--- config.mk ---
export PLATFORM = sky130hd
export DESIGN_NAME = dcc_top
export DESIGN_NICKNAME = d
export VERILOG_FILES = /design/src/verilog/dcc_pkg.sv /design/src/verilog/dcc_sync.sv /design/src/verilog/dcc_top.sv
export SDC_FILE = /design/constraint.sdc
export NUM_CORES = 1
export LEC_CHECK = 0
export ABC_AREA = 1
export BUFFER_PORTS_ARGS = -buffer_cell sky130_fd_sc_hd__buf_2
export CAP_MARGIN = 20
export CORE_AREA = 5 5 83 85
export DETAILED_ROUTE_END_ITERATION = 8
export DIE_AREA = 0 0 88 90
export PLACE_DENSITY = 0.77
export SETUP_SLACK_MARGIN = 0.02
export SKIP_CTS_REPAIR_TIMING = 1
export SYNTH_ARGS = -nofsm -noshare
export SYNTH_HDL_FRONTEND = slang
export SYNTH_SLANG_ARGS = --single-unit
--- constraint.sdc ---
create_clock -name i_sys_clk -period 2.2 [get_ports i_sys_clk]
set_input_delay 0.22 -clock i_sys_clk [delete_from_list [all_inputs] [get_ports i_sys_clk]]
set_output_delay 0.22 -clock i_sys_clk [all_outputs]
set_load 0.01 [all_outputs]
--- src/verilog/dcc_pkg.sv ---
package dcc_pkg;

  // Special function register addresses
  localparam logic [7:0] DCC_ADDR_PORT0    = 8'h80;
  localparam logic [7:0] DCC_ADDR_GLB_IE   = 8'ha8;
  localparam logic [7:0] DCC_ADDR_CMP_IE   = 8'he8;
  localparam logic [7:0] DCC_ADDR_DIN_DIS  = 8'hf6;
  localparam logic [7:0] DCC_ADDR_CMP_ONE  = 8'hac;
  localparam logic [7:0] DCC_ADDR_CMP_TWO  = 8'had;

  // Comparator control register fields
  localparam int DCC_BIT_ENABLE = 5;
  localparam int DCC_BIT_POS    = 4;
  localparam int DCC_BIT_NEG    = 3;
  localparam int DCC_BIT_OE     = 2;
  localparam int DCC_BIT_RESULT = 1;
  localparam int DCC_BIT_FLAG   = 0;

  // Interrupt enable fields
  localparam int DCC_BIT_GIE    = 7;
  localparam int DCC_BIT_IE_ONE = 5;
  localparam int DCC_BIT_IE_TWO = 2;

  // Values after reset
  localparam logic [7:0] DCC_RST_DIN_DIS = 8'h00;
  localparam logic [7:0] DCC_RST_RDATA   = 8'h00;

  // Start-up settling time that software waits out after enabling
  localparam int DCC_CLK_MHZ        = 10;
  localparam int DCC_STARTUP_US     = 10;
  localparam int DCC_STARTUP_CYCLES = DCC_STARTUP_US * DCC_CLK_MHZ;

  typedef struct packed {
    logic enable;
    logic pos_sel;
    logic neg_sel;
    logic out_en;
    logic flag;
  } dcc_ctrl_type;

  localparam dcc_ctrl_type DCC_RST_CTRL = '0;

  function automatic logic [7:0] dcc_ctrl_addr(input int idx);
    dcc_ctrl_addr = (idx == 0) ? DCC_ADDR_CMP_ONE : DCC_ADDR_CMP_TWO;
  endfunction : dcc_ctrl_addr

  function automatic int dcc_ie_bit(input int idx);
    dcc_ie_bit = (idx == 0) ? DCC_BIT_IE_ONE : DCC_BIT_IE_TWO;
  endfunction : dcc_ie_bit

endpackage : dcc_pkg

--- src/verilog/dcc_sync.sv ---
`timescale 1ns/1ps
module dcc_sync
  import dcc_pkg::*;
#(
  parameter int WIDTH = 8
) (
  input  wire logic             i_sys_clk,
  input  wire logic             i_rst_b,
  input  wire logic [WIDTH-1:0] i_async,
  output logic      [WIDTH-1:0] o_sync
);

  if (WIDTH < 1) begin : g_bad_width
    $error("dcc_sync: WIDTH must be at least 1");
  end

  logic [WIDTH-1:0] stage_one;
  logic [WIDTH-1:0] stage_two;
  logic [WIDTH-1:0] stage_three;

  always_ff @(posedge i_sys_clk or negedge i_rst_b) begin
    if (!i_rst_b) begin
      stage_one   <= '0;
      stage_two   <= '0;
      stage_three <= '0;
    end else begin
      stage_one   <= i_async;
      stage_two   <= stage_one;
      stage_three <= stage_two;
    end
  end

  // A bit moves only once the last two stages agree, masking glitches
  always_ff @(posedge i_sys_clk or negedge i_rst_b) begin
    if (!i_rst_b) begin
      o_sync <= '0;
    end else begin
      o_sync <= (stage_two & stage_three) | (o_sync & (stage_two | stage_three));
    end
  end

endmodule : dcc_sync

--- src/verilog/dcc_top.sv ---
`timescale 1ns/1ps
module dcc_top
  import dcc_pkg::*;
(
  input  wire logic       i_sys_clk,
  input  wire logic       i_rst_b,
  input  wire logic [7:0] i_sfr_addr,
  input  wire logic       i_sfr_wr,
  input  wire logic [7:0] i_sfr_wdata,
  input  wire logic       i_sfr_rd,
  output logic      [7:0] o_sfr_rdata,
  output logic            o_sfr_hit,
  input  wire logic [7:0] i_port0_pin,
  input  wire logic [1:0] i_cmp_raw,
  output logic      [7:0] o_port0_din_disable,
  output logic      [1:0] o_cmp_enable,
  output logic      [1:0] o_cmp_pos_sel,
  output logic      [1:0] o_cmp_neg_sel,
  output logic      [1:0] o_cmp_pin,
  output logic      [1:0] o_cmp_pin_oe,
  output logic      [1:0] o_cmp_irq,
  output logic            o_wake
);

  dcc_ctrl_type ctrl [2];
  logic [1:0]   result;
  logic [1:0]   cmp_sync;
  logic [1:0]   set_evt;
  logic [1:0]   wr_ctrl;
  logic [1:0]   int_en;
  logic         gie;
  logic [7:0]   port_sync;
  logic [7:0]   din_dis;
  logic [7:0]   next_rdata;
  logic         next_hit;
  logic [1:0]   irq_req;

  // The analog comparator output is asynchronous to the CPU clock
  dcc_sync #(.WIDTH(2)) u_cmp_sync (
    .i_sys_clk (i_sys_clk),
    .i_rst_b   (i_rst_b),
    .i_async   (i_cmp_raw),
    .o_sync    (cmp_sync)
  );

  dcc_sync #(.WIDTH(8)) u_port_sync (
    .i_sys_clk (i_sys_clk),
    .i_rst_b   (i_rst_b),
    .i_async   (i_port0_pin),
    .o_sync    (port_sync)
  );

  always_ff @(posedge i_sys_clk or negedge i_rst_b) begin
    if (!i_rst_b) begin
      din_dis <= DCC_RST_DIN_DIS;
    end else if (i_sfr_wr && i_sfr_addr == DCC_ADDR_DIN_DIS) begin
      din_dis <= i_sfr_wdata;
    end
  end

  always_ff @(posedge i_sys_clk or negedge i_rst_b) begin
    if (!i_rst_b) begin
      int_en <= 2'h0;
      gie    <= 1'b0;
    end else begin
      if (i_sfr_wr && i_sfr_addr == DCC_ADDR_CMP_IE) begin
        int_en[0] <= i_sfr_wdata[dcc_ie_bit(0)];
        int_en[1] <= i_sfr_wdata[dcc_ie_bit(1)];
      end
      if (i_sfr_wr && i_sfr_addr == DCC_ADDR_GLB_IE) begin
        gie <= i_sfr_wdata[DCC_BIT_GIE];
      end
    end
  end

  for (genvar i = 0; i < 2; i++) begin : g_cmp
    assign wr_ctrl[i] = i_sfr_wr && i_sfr_addr == dcc_ctrl_addr(i);
    // A disabled comparator reads zero, so it cannot raise the flag
    assign set_evt[i] = ctrl[i].enable && cmp_sync[i] != result[i];

    always_ff @(posedge i_sys_clk or negedge i_rst_b) begin
      if (!i_rst_b) begin
        result[i] <= 1'b0;
      end else begin
        result[i] <= ctrl[i].enable & cmp_sync[i];
      end
    end

    always_ff @(posedge i_sys_clk or negedge i_rst_b) begin
      if (!i_rst_b) begin
        ctrl[i] <= DCC_RST_CTRL;
      end else if (wr_ctrl[i]) begin
        ctrl[i].enable  <= i_sfr_wdata[DCC_BIT_ENABLE];
        ctrl[i].pos_sel <= i_sfr_wdata[DCC_BIT_POS];
        ctrl[i].neg_sel <= i_sfr_wdata[DCC_BIT_NEG];
        ctrl[i].out_en  <= i_sfr_wdata[DCC_BIT_OE];
        // Writing one keeps the flag; a change in the same cycle wins
        ctrl[i].flag    <= set_evt[i] |
                           (ctrl[i].flag & i_sfr_wdata[DCC_BIT_FLAG]);
      end else begin
        ctrl[i].flag    <= ctrl[i].flag | set_evt[i];
      end
    end

    assign irq_req[i] = ctrl[i].flag & int_en[i] & gie;
    assign o_cmp_enable[i]  = ctrl[i].enable;
    assign o_cmp_pos_sel[i] = ctrl[i].pos_sel;
    assign o_cmp_neg_sel[i] = ctrl[i].neg_sel;
    assign o_cmp_pin_oe[i]  = ctrl[i].out_en;
  end

  // No clock gating here: in idle and power-down the block must still see
  // a clock, since the synchronisers need it to notice the change
  always_ff @(posedge i_sys_clk or negedge i_rst_b) begin
    if (!i_rst_b) begin
      o_cmp_irq <= 2'h0;
      o_wake    <= 1'b0;
      o_cmp_pin <= 2'h0;
    end else begin
      o_cmp_irq <= irq_req;
      o_wake    <= |irq_req;
      o_cmp_pin <= result & {ctrl[1].out_en, ctrl[0].out_en};
    end
  end

  assign o_port0_din_disable = din_dis;

  always_comb begin
    next_rdata = 8'h00;
    next_hit   = 1'b1;
    if (i_sfr_addr == DCC_ADDR_PORT0) begin
      next_rdata = port_sync & ~din_dis;
    end else if (i_sfr_addr == DCC_ADDR_DIN_DIS) begin
      next_rdata = din_dis;
    end else if (i_sfr_addr == DCC_ADDR_GLB_IE) begin
      next_rdata[DCC_BIT_GIE] = gie;
    end else if (i_sfr_addr == DCC_ADDR_CMP_IE) begin
      next_rdata[DCC_BIT_IE_ONE] = int_en[0];
      next_rdata[DCC_BIT_IE_TWO] = int_en[1];
    end else if (i_sfr_addr == DCC_ADDR_CMP_ONE ||
                 i_sfr_addr == DCC_ADDR_CMP_TWO) begin
      for (int k = 0; k < 2; k++) begin
        if (i_sfr_addr == dcc_ctrl_addr(k)) begin
          next_rdata[DCC_BIT_ENABLE] = ctrl[k].enable;
          next_rdata[DCC_BIT_POS]    = ctrl[k].pos_sel;
          next_rdata[DCC_BIT_NEG]    = ctrl[k].neg_sel;
          next_rdata[DCC_BIT_OE]     = ctrl[k].out_en;
          next_rdata[DCC_BIT_RESULT] = result[k];
          next_rdata[DCC_BIT_FLAG]   = ctrl[k].flag;
        end
      end
    end else begin
      next_hit = 1'b0;
    end
  end

  always_ff @(posedge i_sys_clk or negedge i_rst_b) begin
    if (!i_rst_b) begin
      o_sfr_rdata <= DCC_RST_RDATA;
      o_sfr_hit   <= 1'b0;
    end else if (i_sfr_rd) begin
      o_sfr_rdata <= next_rdata;
      o_sfr_hit   <= next_hit;
    end
  end

  for (genvar i = 0; i < 2; i++) begin : g_chk

  end
endmodule : dcc_top

Word level (Yosys, flattened, before mapping)
Index checks and enable logic that the tools add are counted.
Word-level totals
  register bits after elaboration: 77
  latch bits: 0
  RAM bits: 0
  memory bits (read-only): 0
  input port bits: 30
  output and inout bits: 30
  logic and storage cells: 88
  memories kept: 0
Operators by class
  add/subtract/negate cells: 0
  multiply operators: 0
  div/mod/pow operators: 0
  $lt $le $gt $ge: 0
  eq/ne operators: 8
  shifts and indexed selects: 0
  multiplexer cells: 20
  bitwise logic cells: 23
  reductions and logical operators: 9
Operator list (number)
  8-bit equality test (second input constant): 6
  6-bit two-way mux: 5
  8-bit AND: 3
  8-bit OR: 2
  1-bit two-way mux: 12
  1-bit AND: 8
  8-bit two-way mux: 1
  8-bit inverter: 1
  1-bit logical AND: 7
  2-bit AND: 3
  2-bit two-way mux: 2
  1-bit OR: 4
  2-bit OR: 2
  1-bit inequality test: 2
  2-bit OR reduction: 1
  1-bit logical OR: 1

Longest topological paths before layout
Gate-level depths: netlist of run 1.
  depth after elaboration: 8
  mapped depth: 9
  gate-level depth less buffers: 8

Cells and area by module
Synthesis of run 1 repeated with hierarchy kept, for this count alone.
Unflattened totals
  cells, all modules: 322
  area total of the unflattened synthesis: 3170.5 um^2
Modules (own cells, without submodules)
  dcc_top: times used 1, cells each 242, area an instance 2006.9 um^2, seq. area each 925.9 um^2
  dcc_sync at u_port_sync: times used 1, cells each 64, area an instance 930.9 um^2, seq. area each 800.8 um^2
  dcc_sync at u_cmp_sync: times used 1, cells each 16, area an instance 232.7 um^2, seq. area each 200.2 um^2

Worst setup path after synthesis of run 1
Ideal clock, no wire load.
  kind: input to register
  start point: input port i_sfr_addr[5]
  end point: register o_sfr_rdata[2]
  library setup time: 0.123 ns
  arrival time: 0.968 ns
  data required time: 2.077 ns
  path slack: 1.109 ns
  stages on the path: 7
  buffers on the path: 0
  cell sequence: or2_2 > nor2_1 > nand2_2 > nand2_1 > inv_2 > o21ai_0 > nand2_1
On the way
  word-level cells in the longest chain between the ends: 8
  elaborated cells on any way between the ends: 14
  those cells by class: 6 x eq/ne; 7 x mux; 1 x reduce/logical
Ends and longest elaborated chain
  from (decl): line dcc_top.sv:7  | input wire logic [7:0] i_sfr_addr,
  8-bit equality test: line dcc_top.sv:140, dcc_top.sv:143
  6-bit two-way mux (2 in a row): line dcc_top.sv:143  | if (i_sfr_addr == dcc_ctrl_addr(k)) begin
  6-bit two-way mux: line dcc_top.sv:140  | end else if (i_sfr_addr == DCC_ADDR_CMP_ONE ||
  1-bit two-way mux: line dcc_top.sv:137  | end else if (i_sfr_addr == DCC_ADDR_CMP_IE) begin
  6-bit two-way mux: line dcc_top.sv:135  | end else if (i_sfr_addr == DCC_ADDR_GLB_IE) begin
  6-bit two-way mux: line dcc_top.sv:133  | end else if (i_sfr_addr == DCC_ADDR_DIN_DIS) begin
  8-bit two-way mux (*): line dcc_top.sv:131  | if (i_sfr_addr == DCC_ADDR_PORT0) begin
  to (signal assigned): line dcc_top.sv:162  | o_sfr_rdata <= next_rdata;
  to (decl): line dcc_top.sv:11  | output logic [7:0] o_sfr_rdata,
Every way passes the cells marked *; elsewhere a longest branch is shown, timed or not.
A chain may end at the register's enable or synchronous reset.

Worst setup path after layout of run 1
  start point: register din_dis[3] (netlist: o_port0_din_disable[3])
  end point: output port o_port0_din_disable[3]
RTL lines
  from (decl): line dcc_top.sv:33  | logic [7:0] din_dis;
  from (signal assigned): line dcc_top.sv:57  | din_dis <= i_sfr_wdata;
  to (decl): line dcc_top.sv:15  | output logic [7:0] o_port0_din_disable,
No word-level cell between the ends.

==> reports/metrics.sh, run 1 <==
CLOCK-SKEW-FINAL_NS=0.007657
FINAL_CELL_MIX='sky130_fd_sc_hd__dfrtp_1, sky130_fd_sc_hd__nand2_1, sky130_fd_sc_hd__buf_2'
CTS_HTREE_LEVELS=3
SYNTH_TOP_CELL_BY_AREA='sky130_fd_sc_hd__dfrtp_1'
FINALCRITPERIODSHARE=0.5256
CAP_VIOLATIONS=0
WORSTPATHARRIVAL_NS=0.94
DIE_Y_UM=90
WIRE_PER_INST_UM=14.05
CORE.ROWCOUNT=29
MAIN_COMBINATIONAL_CELL_FAMILY_BY_AREA_AFTER_SYNTHESIS='simple AND/OR/NAND/NOR gates'
CHIPWIDTH_UM=88
CRITICALPATHCATEGORY='reg2out'
CLKLATENCYLATEPIN_NS=0.34
IO-PIN-COUNT=60
YS_TYPES=24
SYNTH_SEQ_CELLS=77
GP_ROUTABILITY_CONGESTION=0.8828
CTS_MAX_PATH_BUFFERS=2
DIE_AREA_UM2=7920
POWERDENSITY_nW_PER_UM2=746.5
FINAL_NET_COUNT=396
CRITICAL_PATH.MAX_STAGE_DELAY_NS=0.44
DRIVE_GT1_FRAC=0.2676
GRT_PASS1_WL_MM=10.56
FINAL_HOLD_VIOLATION_COUNT=0
SYNTH.AVG_CELL_AREA_UM2=10.39
REG2REG_SETUP_SLACK_NS=1.28
VIA_COUNT=2242
DETAILED_ROUTE_DRC_ERROR_COUNT=0
CRIT_PATH_START_KIND='flip-flop'
CTS_BUFFERS=9
TIMING.FINAL.SETUP_VIOLATIONS=0
ANT_NETS=0
PLACEABLECOREAREA_UM2=6132
VDD_IR_DROP_MAX_mV=0.4069
CTS_TREE='yes'
HP-CLASS='in2reg'
SYNTH.MUX.AREA_FRACTION=0
DRT-TOTAL-WL_MM=6.282
SYN-CELL-AREA_UM2=3055
ENDPOINT_KIND='output port'
CRITPATHBUFINV=1
TIMING.SLEW.HEADROOM=0.7061
AREAGROWTHSYNTHTOFINISH_PCT=20.80
SETUP_SLACK_PLACEMENT_NS=0.8341
TOTAL_POWER_W=0.002755
HOLDWS_NS=0.1246
GLOBALROUTETOTALUTIL=0.1707
NUMBER_OF_INSTANCES_IN_THE_SYNTHESIZED_NETLIST=294
INITIAL_UTILIZATION=0.4983
YOSYS.AREA.TOP_TYPE_SHARE=0.6306
PIN_COUNT_OF_THE_BIGGEST_NET_ENTERING_GLOBAL_ROUTING=46
SETUP_TNS_NS=0
GLOBALROUTEOVERFLOWTOTAL=0
RSZ0062_AT_GRT='false'
FINAL_CRITICAL_PATH_TIME_INCLUDING_I_O_DELAYS_AND_SETUP_NS=1.156
WORST-SLEW-PIN-TRANSITION_NS=0.4409
DETAILEDROUTE.FIRSTPASSITERATIONCOUNT=4
CTS_ROOT_BUF='sky130_fd_sc_hd__clkbuf_8'
MAXSLEWVIOLCOUNT=0
SYNTH_XOR_XNOR_AREA_SHARE=0
MOSTFREQUENTLAYOUTCELL='sky130_fd_sc_hd__dfrtp_1'
DETAIL_ROUTE.VIAS_PER_CELL=5.016
FINAL_CORE_UTILIZATION=0.6019
SYN-NUM-NETS=324
CPMAXSTAGEDELAYCELL='sky130_fd_sc_hd__dfrtp_1'
SYNTH_COMPOUND_GATE_AREA_SHARE=0.05528
MAXCLOCKFREQUENCY_MHz=864.8
DRT_FIRST_ITER_VIOLATIONS=106
SYNTH_FA_HA_AREA_FRAC=0.03276
PLACEMENT.IO_BUFFERS=59
SEQ_AREA_FRAC_SYNTH=0.6306
CELLLEAKAGEPOWER_nW=1.927
CLK_TRANSITION_REPORTED_PATHS_NS=0.08
CRITICAL_PATH_PEAK_FANOUT=4
SYNTH-SIMPLE-AREA-SHARE=0.2277
FIRST_GLOBAL_VIAS=2279
CRITPATHREQUIREDTIME_NS=1.98
CRITICAL_PATH.CELL_CHAIN='buf_2'
CTS.SINKS=77
CRITICAL_PATH.TOP_DELAY_FAMILY='flip-flops'
ANTENNA-DIODE-COUNT=0
SYNTHTOPCELLSBYAREA='sky130_fd_sc_hd__dfrtp_1, sky130_fd_sc_hd__nand2_1, sky130_fd_sc_hd__nand3_1, sky130_fd_sc_hd__maj3_1, sky130_fd_sc_hd__nor2_4'
RUN_STATUS='finished clean'
DETAILED_PLACE_HPWL_MM=4.671
GRT_ANTENNA_BEFORE_REPAIR=0
SYNTH_WARNINGS=0
WORST_SLACK_NS=1.044
-- final cells by class --
class,instances,area [um2]
clock buffer,9,123.9
tap,77,96.34
fill,534,2441
sequential,77,1927
timing repair buffer,71,427.9
multi-input combinational,184,964.7
inverter,23,87.58
clock inverter,6,63.81
-- per-layer routing --
| metal | vias up | track usage | wire (um) |
|---|---|---|---|
| met3 | 6 | 0.04662 | 500 |
| met5 | - | 0 | 0 |
| met1 | 1085 | 0.2173 | 2688 |
| li1 | 1087 | - | - |
| met4 | 0 | 0.06522 | 64 |
| met2 | 64 | 0.2745 | 3029 |
-- synthesized netlist by cell type --
master,count
sky130_fd_sc_hd__a21oi_2,1
sky130_fd_sc_hd__inv_2,2
sky130_fd_sc_hd__nand2_4,2
sky130_fd_sc_hd__nand2_1,72
sky130_fd_sc_hd__dfrtp_1,77
sky130_fd_sc_hd__inv_1,19
sky130_fd_sc_hd__o21ai_2,4
sky130_fd_sc_hd__nor2_1,20
sky130_fd_sc_hd__o21ai_0,11
sky130_fd_sc_hd__buf_6,1
sky130_fd_sc_hd__clkinv_2,1
sky130_fd_sc_hd__a21oi_1,2
sky130_fd_sc_hd__a22oi_1,2
sky130_fd_sc_hd__or2_2,1
sky130_fd_sc_hd__nand2_2,5
sky130_fd_sc_hd__maj3_1,10
sky130_fd_sc_hd__o21a_1,4
sky130_fd_sc_hd__nor2_4,8
sky130_fd_sc_hd__o21ai_1,3
sky130_fd_sc_hd__nor3b_1,2
sky130_fd_sc_hd__buf_4,8
sky130_fd_sc_hd__nand3_1,37
sky130_fd_sc_hd__clkinv_1,1
sky130_fd_sc_hd__buf_2,1
-- worst min-delay path, cell delays in order --
cell                      delay, ns
sky130_fd_sc_hd__buf_2         0.08
sky130_fd_sc_hd__nand3_1       0.07
sky130_fd_sc_hd__nand2_1       0.06
-- path summary, 6_finish.rpt --
check | startpoint | end | cells after the start
worst max-delay path | o_port0_din_disable[3] | o_port0_din_disable[3] | 1
worst min-delay path | i_sfr_wdata[1] | o_port0_din_disable[1] | 3
worst max register to register | o_port0_din_disable[6] | o_sfr_rdata[6] | 4
worst min register to register | u_port_sync.stage_one[1] | u_port_sync.stage_two[1] | 0
max in group asynchronous | i_rst_b | u_port_sync.stage_three[5] | 3
min in group asynchronous | i_rst_b | o_port0_din_disable[1] | 2
-- per-stage QoR --
step           area [um2]  std cells
2_1_floorplan        3055        294
5_1_grt              3691        447
4_1_cts              3581        436
6_report             3691        447
3_5_place_dp         3393        421
3_3_place_gp         3393        421
-- report_power, final --
part	total, W	internal (W)	switching [W]
registers	0.00154	0.00149	0.0000500
clock network	0.00101	0.000517	0.000493
logic	0.000208	0.0000878	0.000120
-- sequential cells by signal, indices dropped and copies added (netlist names), 2 cells and up --
| signal | flops |
|---|---|
| u_cmp_sync.stage_one | 2 |
| o_cmp_pin | 2 |
| o_cmp_neg_sel | 2 |
| u_cmp_sync.stage_two | 2 |
| int_en | 2 |
| o_cmp_enable | 2 |
| o_port0_din_disable | 8 |
| u_port_sync.stage_one | 8 |
| u_port_sync.stage_three | 8 |
| o_cmp_pos_sel | 2 |
| u_cmp_sync.o_sync | 2 |
| o_cmp_irq | 2 |
| ctrl | 2 |
| o_sfr_rdata | 8 |
| u_port_sync.o_sync | 8 |
| result | 2 |
| o_cmp_pin_oe | 2 |
| u_port_sync.stage_two | 8 |
| u_cmp_sync.stage_three | 2 |
-- logic make-up (layout without fill, tap and decap cells) --
family	after synthesis	after routing
AND/OR/NAND/NOR	147	147
flip-flops	77	77
buffers and inverters	33	109
AO/OA/AOI/OAI	27	27
adder cells (fa/ha/maj)	10	10
(Power assumes the default switching activity.)
==> run 2: changes to the inputs <==
Settings changed: CORE_AREA 5 5 83 85 to 5 5 85 87, DIE_AREA 0 0 88 90 to 0 0 90 92.
Clock period 2.2 ns to 1.06 ns, I/O delays scaled along.
==> reports/metrics.sh, run 2 (synthesized netlist as in run 1, its figures left out) <==
FINALCRITPERIODSHARE=0.9878
CORE.ROWCOUNT=29  # unchanged
FINAL_NET_COUNT=410  # +3.5%
RSZ0062_AT_GRT='true'
GRT_ANTENNA_BEFORE_REPAIR=0  # unchanged
CRITICAL_PATH.TOP_DELAY_FAMILY='flip-flops'
IO-PIN-COUNT=60  # unchanged
FINAL_CELL_MIX='sky130_fd_sc_hd__dfrtp_1, sky130_fd_sc_hd__nand2_1, sky130_fd_sc_hd__buf_2'
DRT_FIRST_ITER_VIOLATIONS=158  # +49%
DRIVE_GT1_FRAC=0.2995  # +0.03191
CELLLEAKAGEPOWER_nW=2.013  # +4.4%
CTS_TREE='yes'
TOTAL_POWER_W=0.005965  # +120%
CPMAXSTAGEDELAYCELL='sky130_fd_sc_hd__dfrtp_1'
DETAILED_ROUTE_DRC_ERROR_COUNT=0  # unchanged
POST_DP_CELL_AREA_UM2=3481  # +2.6%
FINAL-INSTANCE-COUNT-EXCL-FILL=461  # +3.1%
CRITICAL_PATH.CELL_CHAIN='buf_2'
FILLERINSTANCES=553  # +3.6%
PLACEABLECOREAREA_UM2=6277  # +2.4%
TIMING.SLEW.HEADROOM=0.7390  # +0.03289
AREAGROWTHSYNTHTOFINISH_PCT=26.62
CHIPWIDTH_UM=90  # +2.3%
FINAL_CRITICAL_PATH_TIME_INCLUDING_I_O_DELAYS_AND_SETUP_NS=1.047
WORSTPATHARRIVAL_NS=0.94  # about the same
VDD_IR_DROP_MAX_mV=1.241  # +200%
PIN_COUNT_OF_THE_BIGGEST_NET_ENTERING_GLOBAL_ROUTING=78  # +70%
DETAILEDROUTE.FIRSTPASSITERATIONCOUNT=4  # unchanged
DIE_Y_UM=92  # +2.2%
CRIT_PATH_START_KIND='flip-flop'
REG2REG_SETUP_SLACK_NS=0.11  # -1.17 ns
CLOCK-SKEW-FINAL_NS=0.01112  # +0.003465 ns
TIMING.FINAL.SETUP_VIOLATIONS=0  # unchanged
GRT_PASS1_WL_MM=10.92  # +3.5%
ANTENNA-DIODE-COUNT=0  # unchanged
GLOBALROUTEOVERFLOWTOTAL=0  # unchanged
CAP_VIOLATIONS=0  # unchanged
CLKLATENCYLATEPIN_NS=0.34  # about the same
MAXCLOCKFREQUENCY_MHz=955.1
CRITPATHBUFINV=1  # unchanged
INITIAL_UTILIZATION=0.4867  # -0.01152
VIA_COUNT=2296  # +2.4%
CTS_MAX_PATH_BUFFERS=2  # unchanged
AREA_OCCUPIED_BY_MULTI_INPUT_GATES_UM2=964.7  # unchanged
HP-CLASS='in2reg'
DETAIL_ROUTE.VIAS_PER_CELL=4.980  # -0.70%
CTS_BUFFERS=9  # unchanged
MOSTFREQUENTLAYOUTCELL='sky130_fd_sc_hd__dfrtp_1'
GLOBALROUTETOTALUTIL=0.1663  # -0.004366
PLACED_CELLS_INCL_TAPS=431  # +2.4%
CTS_ROOT_BUF='sky130_fd_sc_hd__clkbuf_8'
DETAILED_PLACE_HPWL_MM=4.802  # +2.8%
CTS_HTREE_LEVELS=3  # unchanged
GP_ROUTABILITY_CONGESTION=0.9102  # +3.1%
ENDPOINT_KIND='output port'
POWERDENSITY_nW_PER_UM2=1542  # +110%
ANT_NETS=0  # unchanged
FINAL_HOLD_VIOLATION_COUNT=0  # unchanged
POST-ROUTE-CELL-AREA_UM2=3869  # +4.8%
DIE_AREA_UM2=8280  # +4.5%
CLK_TRANSITION_REPORTED_PATHS_NS=0.07  # about the same
FF_LATCH_AREA_UM2=1932  # +0.26%
CRITICAL_PATH_PEAK_FANOUT=4  # unchanged
MAXSLEWVIOLCOUNT=0  # unchanged
PLACEMENT.IO_BUFFERS=59  # unchanged
FIRST_GLOBAL_VIAS=2289  # +0.44%
CRITPATHREQUIREDTIME_NS=0.95  # -1.03 ns
WORST-SLEW-PIN-TRANSITION_NS=0.3916  # -0.04934 ns
CRITICALPATHCATEGORY='reg2out'
DRT-TOTAL-WL_MM=6.565  # +4.5%
CTS.SINKS=77  # unchanged
WIRE_PER_INST_UM=14.24  # +1.3%
RUN_STATUS='finished clean'
CRITICAL_PATH.MAX_STAGE_DELAY_NS=0.44  # about the same
run 2: cell count changes in the layout (fill, tap and decap cells not counted), moves of 4 or more:
cell                      change
sky130_fd_sc_hd__buf_2        -6
sky130_fd_sc_hd__buf_4       +13
sky130_fd_sc_hd__buf_6        +6
sky130_fd_sc_hd__dfrtp_1      -4
sky130_fd_sc_hd__dfrtp_2      +4
run 2: routing by layer:
layer | track usage | vias up | wire (um)
met2 | 0.2463 | 85 | 3006
met1 | 0.2232 | 1079 | 2903
met3 | 0.04501 | 18 | 461
met5 | 0 | - | 0
met4 | 0.08933 | 0 | 193
li1 | - | 1114 | -
run 2: worst paths after layout:
check,start,endpoint,depth (start not counted)
worst min register to register,u_cmp_sync.stage_one[1],u_cmp_sync.stage_two[1],0
worst max-delay path,o_port0_din_disable[5],o_port0_din_disable[5],1
min in group asynchronous,i_rst_b,u_port_sync.stage_one[1],3
worst max register to register,o_cmp_enable[1],o_sfr_rdata[5],4
max in group asynchronous,i_rst_b,o_port0_din_disable[2],3
worst min-delay path,i_sfr_wdata[6],o_port0_din_disable[6],3
run 2: per-stage QoR:
| step | hold slack [ns] | util | setup slack, ns | setup TNS [ns] |
|---|---|---|---|---|
| after global placement | 0.1512 | 0.5545 | -0.09890 | -1.239 |
| after detailed placement | 0.1582 | 0.5545 | -0.1807 | -2.015 |
| after global routing | 0.009782 | 0.6163 | -0.02342 | -0.07824 |
| after CTS | -0.2173 | 0.5872 | -0.02438 | -0.03823 |
| after floorplan | -0.1896 | - | 0.08322 | 0 |
| final | 0.0005910 | 0.6163 | 0.01298 | 0 |
run 2: cell type report:
class / count / area share
well taps: 77 / 0.02490
clock inverters: 4 / 0.01908
inverters: 23 / 0.02264
clock buffers: 11 / 0.03396
multi-input cells: 184 / 0.2494
repair buffers: 85 / 0.1507
flip-flops and latches: 77 / 0.4994
run 2: worst min-delay path, delay by kind of cell:
| family | cells | cell delay, ns |
|---|---|---|
| compound gates | 1 | 0.08 |
| buf+inv | 1 | 0.07 |
| simple gates | 1 | 0.04 |
run 2: where the power goes:
part           internal (W)  switching, W  leakage, nW  total [W]
registers           0.00309      0.000107        0.955    0.00320
clock network       0.00132      0.000978        0.103    0.00229
logic              0.000220      0.000257        0.955   0.000477
==> run 3: changes to the inputs <==
Settings changed: CORE_AREA 5 5 85 87 to 5 5 83 85, DIE_AREA 0 0 90 92 to 0 0 88 90.
Clock period 1.06 ns to 1 ns, I/O delays scaled along.
==> reports/metrics.sh, run 3 (synthesized netlist as in run 1, its figures left out) <==
FINAL_CRITICAL_PATH_TIME_INCLUDING_I_O_DELAYS_AND_SETUP_NS=1.109
GRT_ANTENNA_BEFORE_REPAIR=0  # unchanged
DRT-TOTAL-WL_MM=6.677  # +1.7%
CLK_TRANSITION_REPORTED_PATHS_NS=0.08  # about the same
DETAILED_PLACE_HPWL_MM=4.730  # -1.5%
TIMING.SLEW.HEADROOM=0.7358  # -0.003128
WORSTPATHARRIVAL_NS=1.01  # +0.07 ns
DETAILED_ROUTE_DRC_ERROR_COUNT=0  # unchanged
CORE.ROWCOUNT=29  # unchanged
VDD_IR_DROP_MAX_mV=1.287  # +3.8%
PLACED_CELLS_INCL_TAPS=435  # +0.93%
R2R-START='o_port0_din_disable[2]'
CTS_TREE='yes'
FAILED_CHECKS='negative hold slack, negative setup slack'
HP-CLASS='in2reg'
CRIT_PATH_START_KIND='flip-flop'
WHS_ENDPOINT='o_port0_din_disable[1]'
CRITPATHREQUIREDTIME_NS=0.90  # -0.05 ns
ANT_NETS=0  # unchanged
CTS_BUFFERS=9  # unchanged
VIA_COUNT=2348  # +2.3%
DETAIL_ROUTE.VIAS_PER_CELL=4.912  # -1.4%
RSZ0062_AT_GRT='true'
CTS_HTREE_LEVELS=3  # unchanged
CTS_ROOT_BUF='sky130_fd_sc_hd__clkbuf_8'
PLACEMENT.IO_BUFFERS=59  # unchanged
DIE_AREA_UM2=7920  # -4.3%
TIMING.FINAL.SETUP_VIOLATIONS=13  # +13
FINAL_CELL_MIX='sky130_fd_sc_hd__dfrtp_1, sky130_fd_sc_hd__nand2_1, sky130_fd_sc_hd__buf_2'
CLKLATENCYLATEPIN_NS=0.36  # +0.02 ns
CRITICAL_PATH_PEAK_FANOUT=3  # -1
CAP_VIOLATIONS=0  # unchanged
GRT_PASS1_WL_MM=10.49  # -4.0%
PLACEABLECOREAREA_UM2=6132  # -2.3%
CTS.SINKS=77  # unchanged
INITIAL_UTILIZATION=0.4983  # +0.01152
GLOBALROUTETOTALUTIL=0.1728  # +0.006559
MIN-DELAY-START='i_sfr_wdata[1]'
POST_DP_CELL_AREA_UM2=3511  # +0.86%
WORST_SLACK_NS=-0.1087  # -0.1217 ns
WORST_R2R_PATH_DEPTH=5  # +1
CRITICALPATHCATEGORY='reg2out'
WORST_HOLD_PATH.NUM_CELLS=3  # unchanged
ENDPOINT_KIND='output port'
DIE_Y_UM=90  # -2.2%
CLOCK-SKEW-FINAL_NS=0.01153  # +0.0004075 ns
CELLLEAKAGEPOWER_nW=2.087  # +3.7%
MOSTFREQUENTLAYOUTCELL='sky130_fd_sc_hd__dfrtp_1'
WORST-SLEW-PIN-TRANSITION_NS=0.3963  # +0.004692 ns
FINALCRITPERIODSHARE=1.109
REG2REG_SETUP_SLACK_NS=-0.02  # -0.13 ns
HOLDWS_NS=-0.005914  # -0.006505 ns
TOTAL_POWER_W=0.006052  # +1.5%
FINAL-INSTANCE-COUNT-EXCL-FILL=478  # +3.7%
RUN_STATUS='finished with violations'
DETAILEDROUTE.FIRSTPASSITERATIONCOUNT=4  # unchanged
CHIPWIDTH_UM=88  # -2.2%
FINAL_HOLD_VIOLATION_COUNT=4  # +4
FIRST_GLOBAL_VIAS=2320  # +1.4%
MAXSLEWVIOLCOUNT=0  # unchanged
CTS_MAX_PATH_BUFFERS=2  # unchanged
PIN_COUNT_OF_THE_BIGGEST_NET_ENTERING_GLOBAL_ROUTING=78  # unchanged
GLOBALROUTEOVERFLOWTOTAL=0  # unchanged
ANTENNA-DIODE-COUNT=0  # unchanged
MAXCLOCKFREQUENCY_MHz=901.9
WIRE_PER_INST_UM=13.97  # -1.9%
REGTOREGENDPOINT='o_sfr_rdata[2]'
IO-PIN-COUNT=60  # unchanged
GP_ROUTABILITY_CONGESTION=0.8727  # -4.1%
POWERDENSITY_nW_PER_UM2=1527  # -0.98%
POST-ROUTE-CELL-AREA_UM2=3964  # +2.5%
DRT_FIRST_ITER_VIOLATIONS=113  # -28%
DRIVE_GT1_FRAC=0.3317  # +0.03219
FINAL_NET_COUNT=426  # +3.9%
AREAGROWTHSYNTHTOFINISH_PCT=29.73
## run 3: cell types whose count changed in the layout (fill, tap and decap cells not counted), moves of 2 or more
cell | previous run | this run
sky130_fd_sc_hd__dfrtp_2 | 4 | 1
sky130_fd_sc_hd__inv_6 | 0 | 2
sky130_fd_sc_hd__dfrtp_1 | 73 | 76
sky130_fd_sc_hd__bufinv_16 | 2 | 0
sky130_fd_sc_hd__buf_2 | 52 | 54
sky130_fd_sc_hd__o21ai_0 | 10 | 8
sky130_fd_sc_hd__buf_4 | 14 | 28
## run 3: worst max-delay path by stage
stage	start	end	slack (ns)	depth (start not counted)
after floorplan	i_sfr_addr[5]	o_sfr_rdata[2]	0.03	7
after global placement	i_sfr_addr[5]	o_sfr_rdata[5]	-0.16	8
after detailed placement	i_sfr_addr[5]	o_sfr_rdata[5]	-0.21	8
after CTS	o_port0_din_disable[2]	o_port0_din_disable[2]	-0.16	2
after global routing	o_port0_din_disable[2]	o_port0_din_disable[2]	-0.14	2
final	o_port0_din_disable[2]	o_port0_din_disable[2]	-0.11	2
## run 3: worst max-delay path, cell delays in order, from the launching register on
cell	delay [ns]
sky130_fd_sc_hd__dfrtp_1	0.42
sky130_fd_sc_hd__buf_6	0.13
sky130_fd_sc_hd__buf_6	0.11
## run 3: metrics by stage
stage / hold slack (ns) / setup slack, ns / setup TNS (ns) / utilization
finish: -0.005914 / -0.1087 / -0.4136 / 0.6464
detailed placement: 0.1524 / -0.2076 / -2.984 / 0.5725
CTS: -0.2297 / -0.1553 / -0.6572 / 0.6013
global placement: 0.1497 / -0.1615 / -2.060 / 0.5725
floorplan: -0.1956 / 0.02922 / 0 / -
global route: 0.005379 / -0.1447 / -1.024 / 0.6464
## run 3: area by class of cell
class                           count  area, um2
Multi-Input combinational cell    184      978.4
Timing Repair Buffer              101      696.9
Inverter                           23      87.58
Fill cell                         474       2168
Sequential cell                    77       1928
Clock buffer                       12      145.1
Clock inverter                      4      31.28
Tap cell                           77      96.34
## run 3: metal layers
metal / wire length, um / track usage / vias to the layer above
li1: - / - / 1141
met1: 2752 / 0.2118 / 1115
met2: 3213 / 0.2707 / 73
met3: 512 / 0.05667 / 19
met4: 199 / 0.08568 / 0
met5: 0 / 0 / -
## run 3: power breakdown
part           leakage (nW)  internal [W]  total [W]  switching [W]
clock                0.0914      0.000989    0.00212        0.00113
combinational          1.04      0.000267   0.000551       0.000285
sequential            0.959       0.00327    0.00338       0.000110
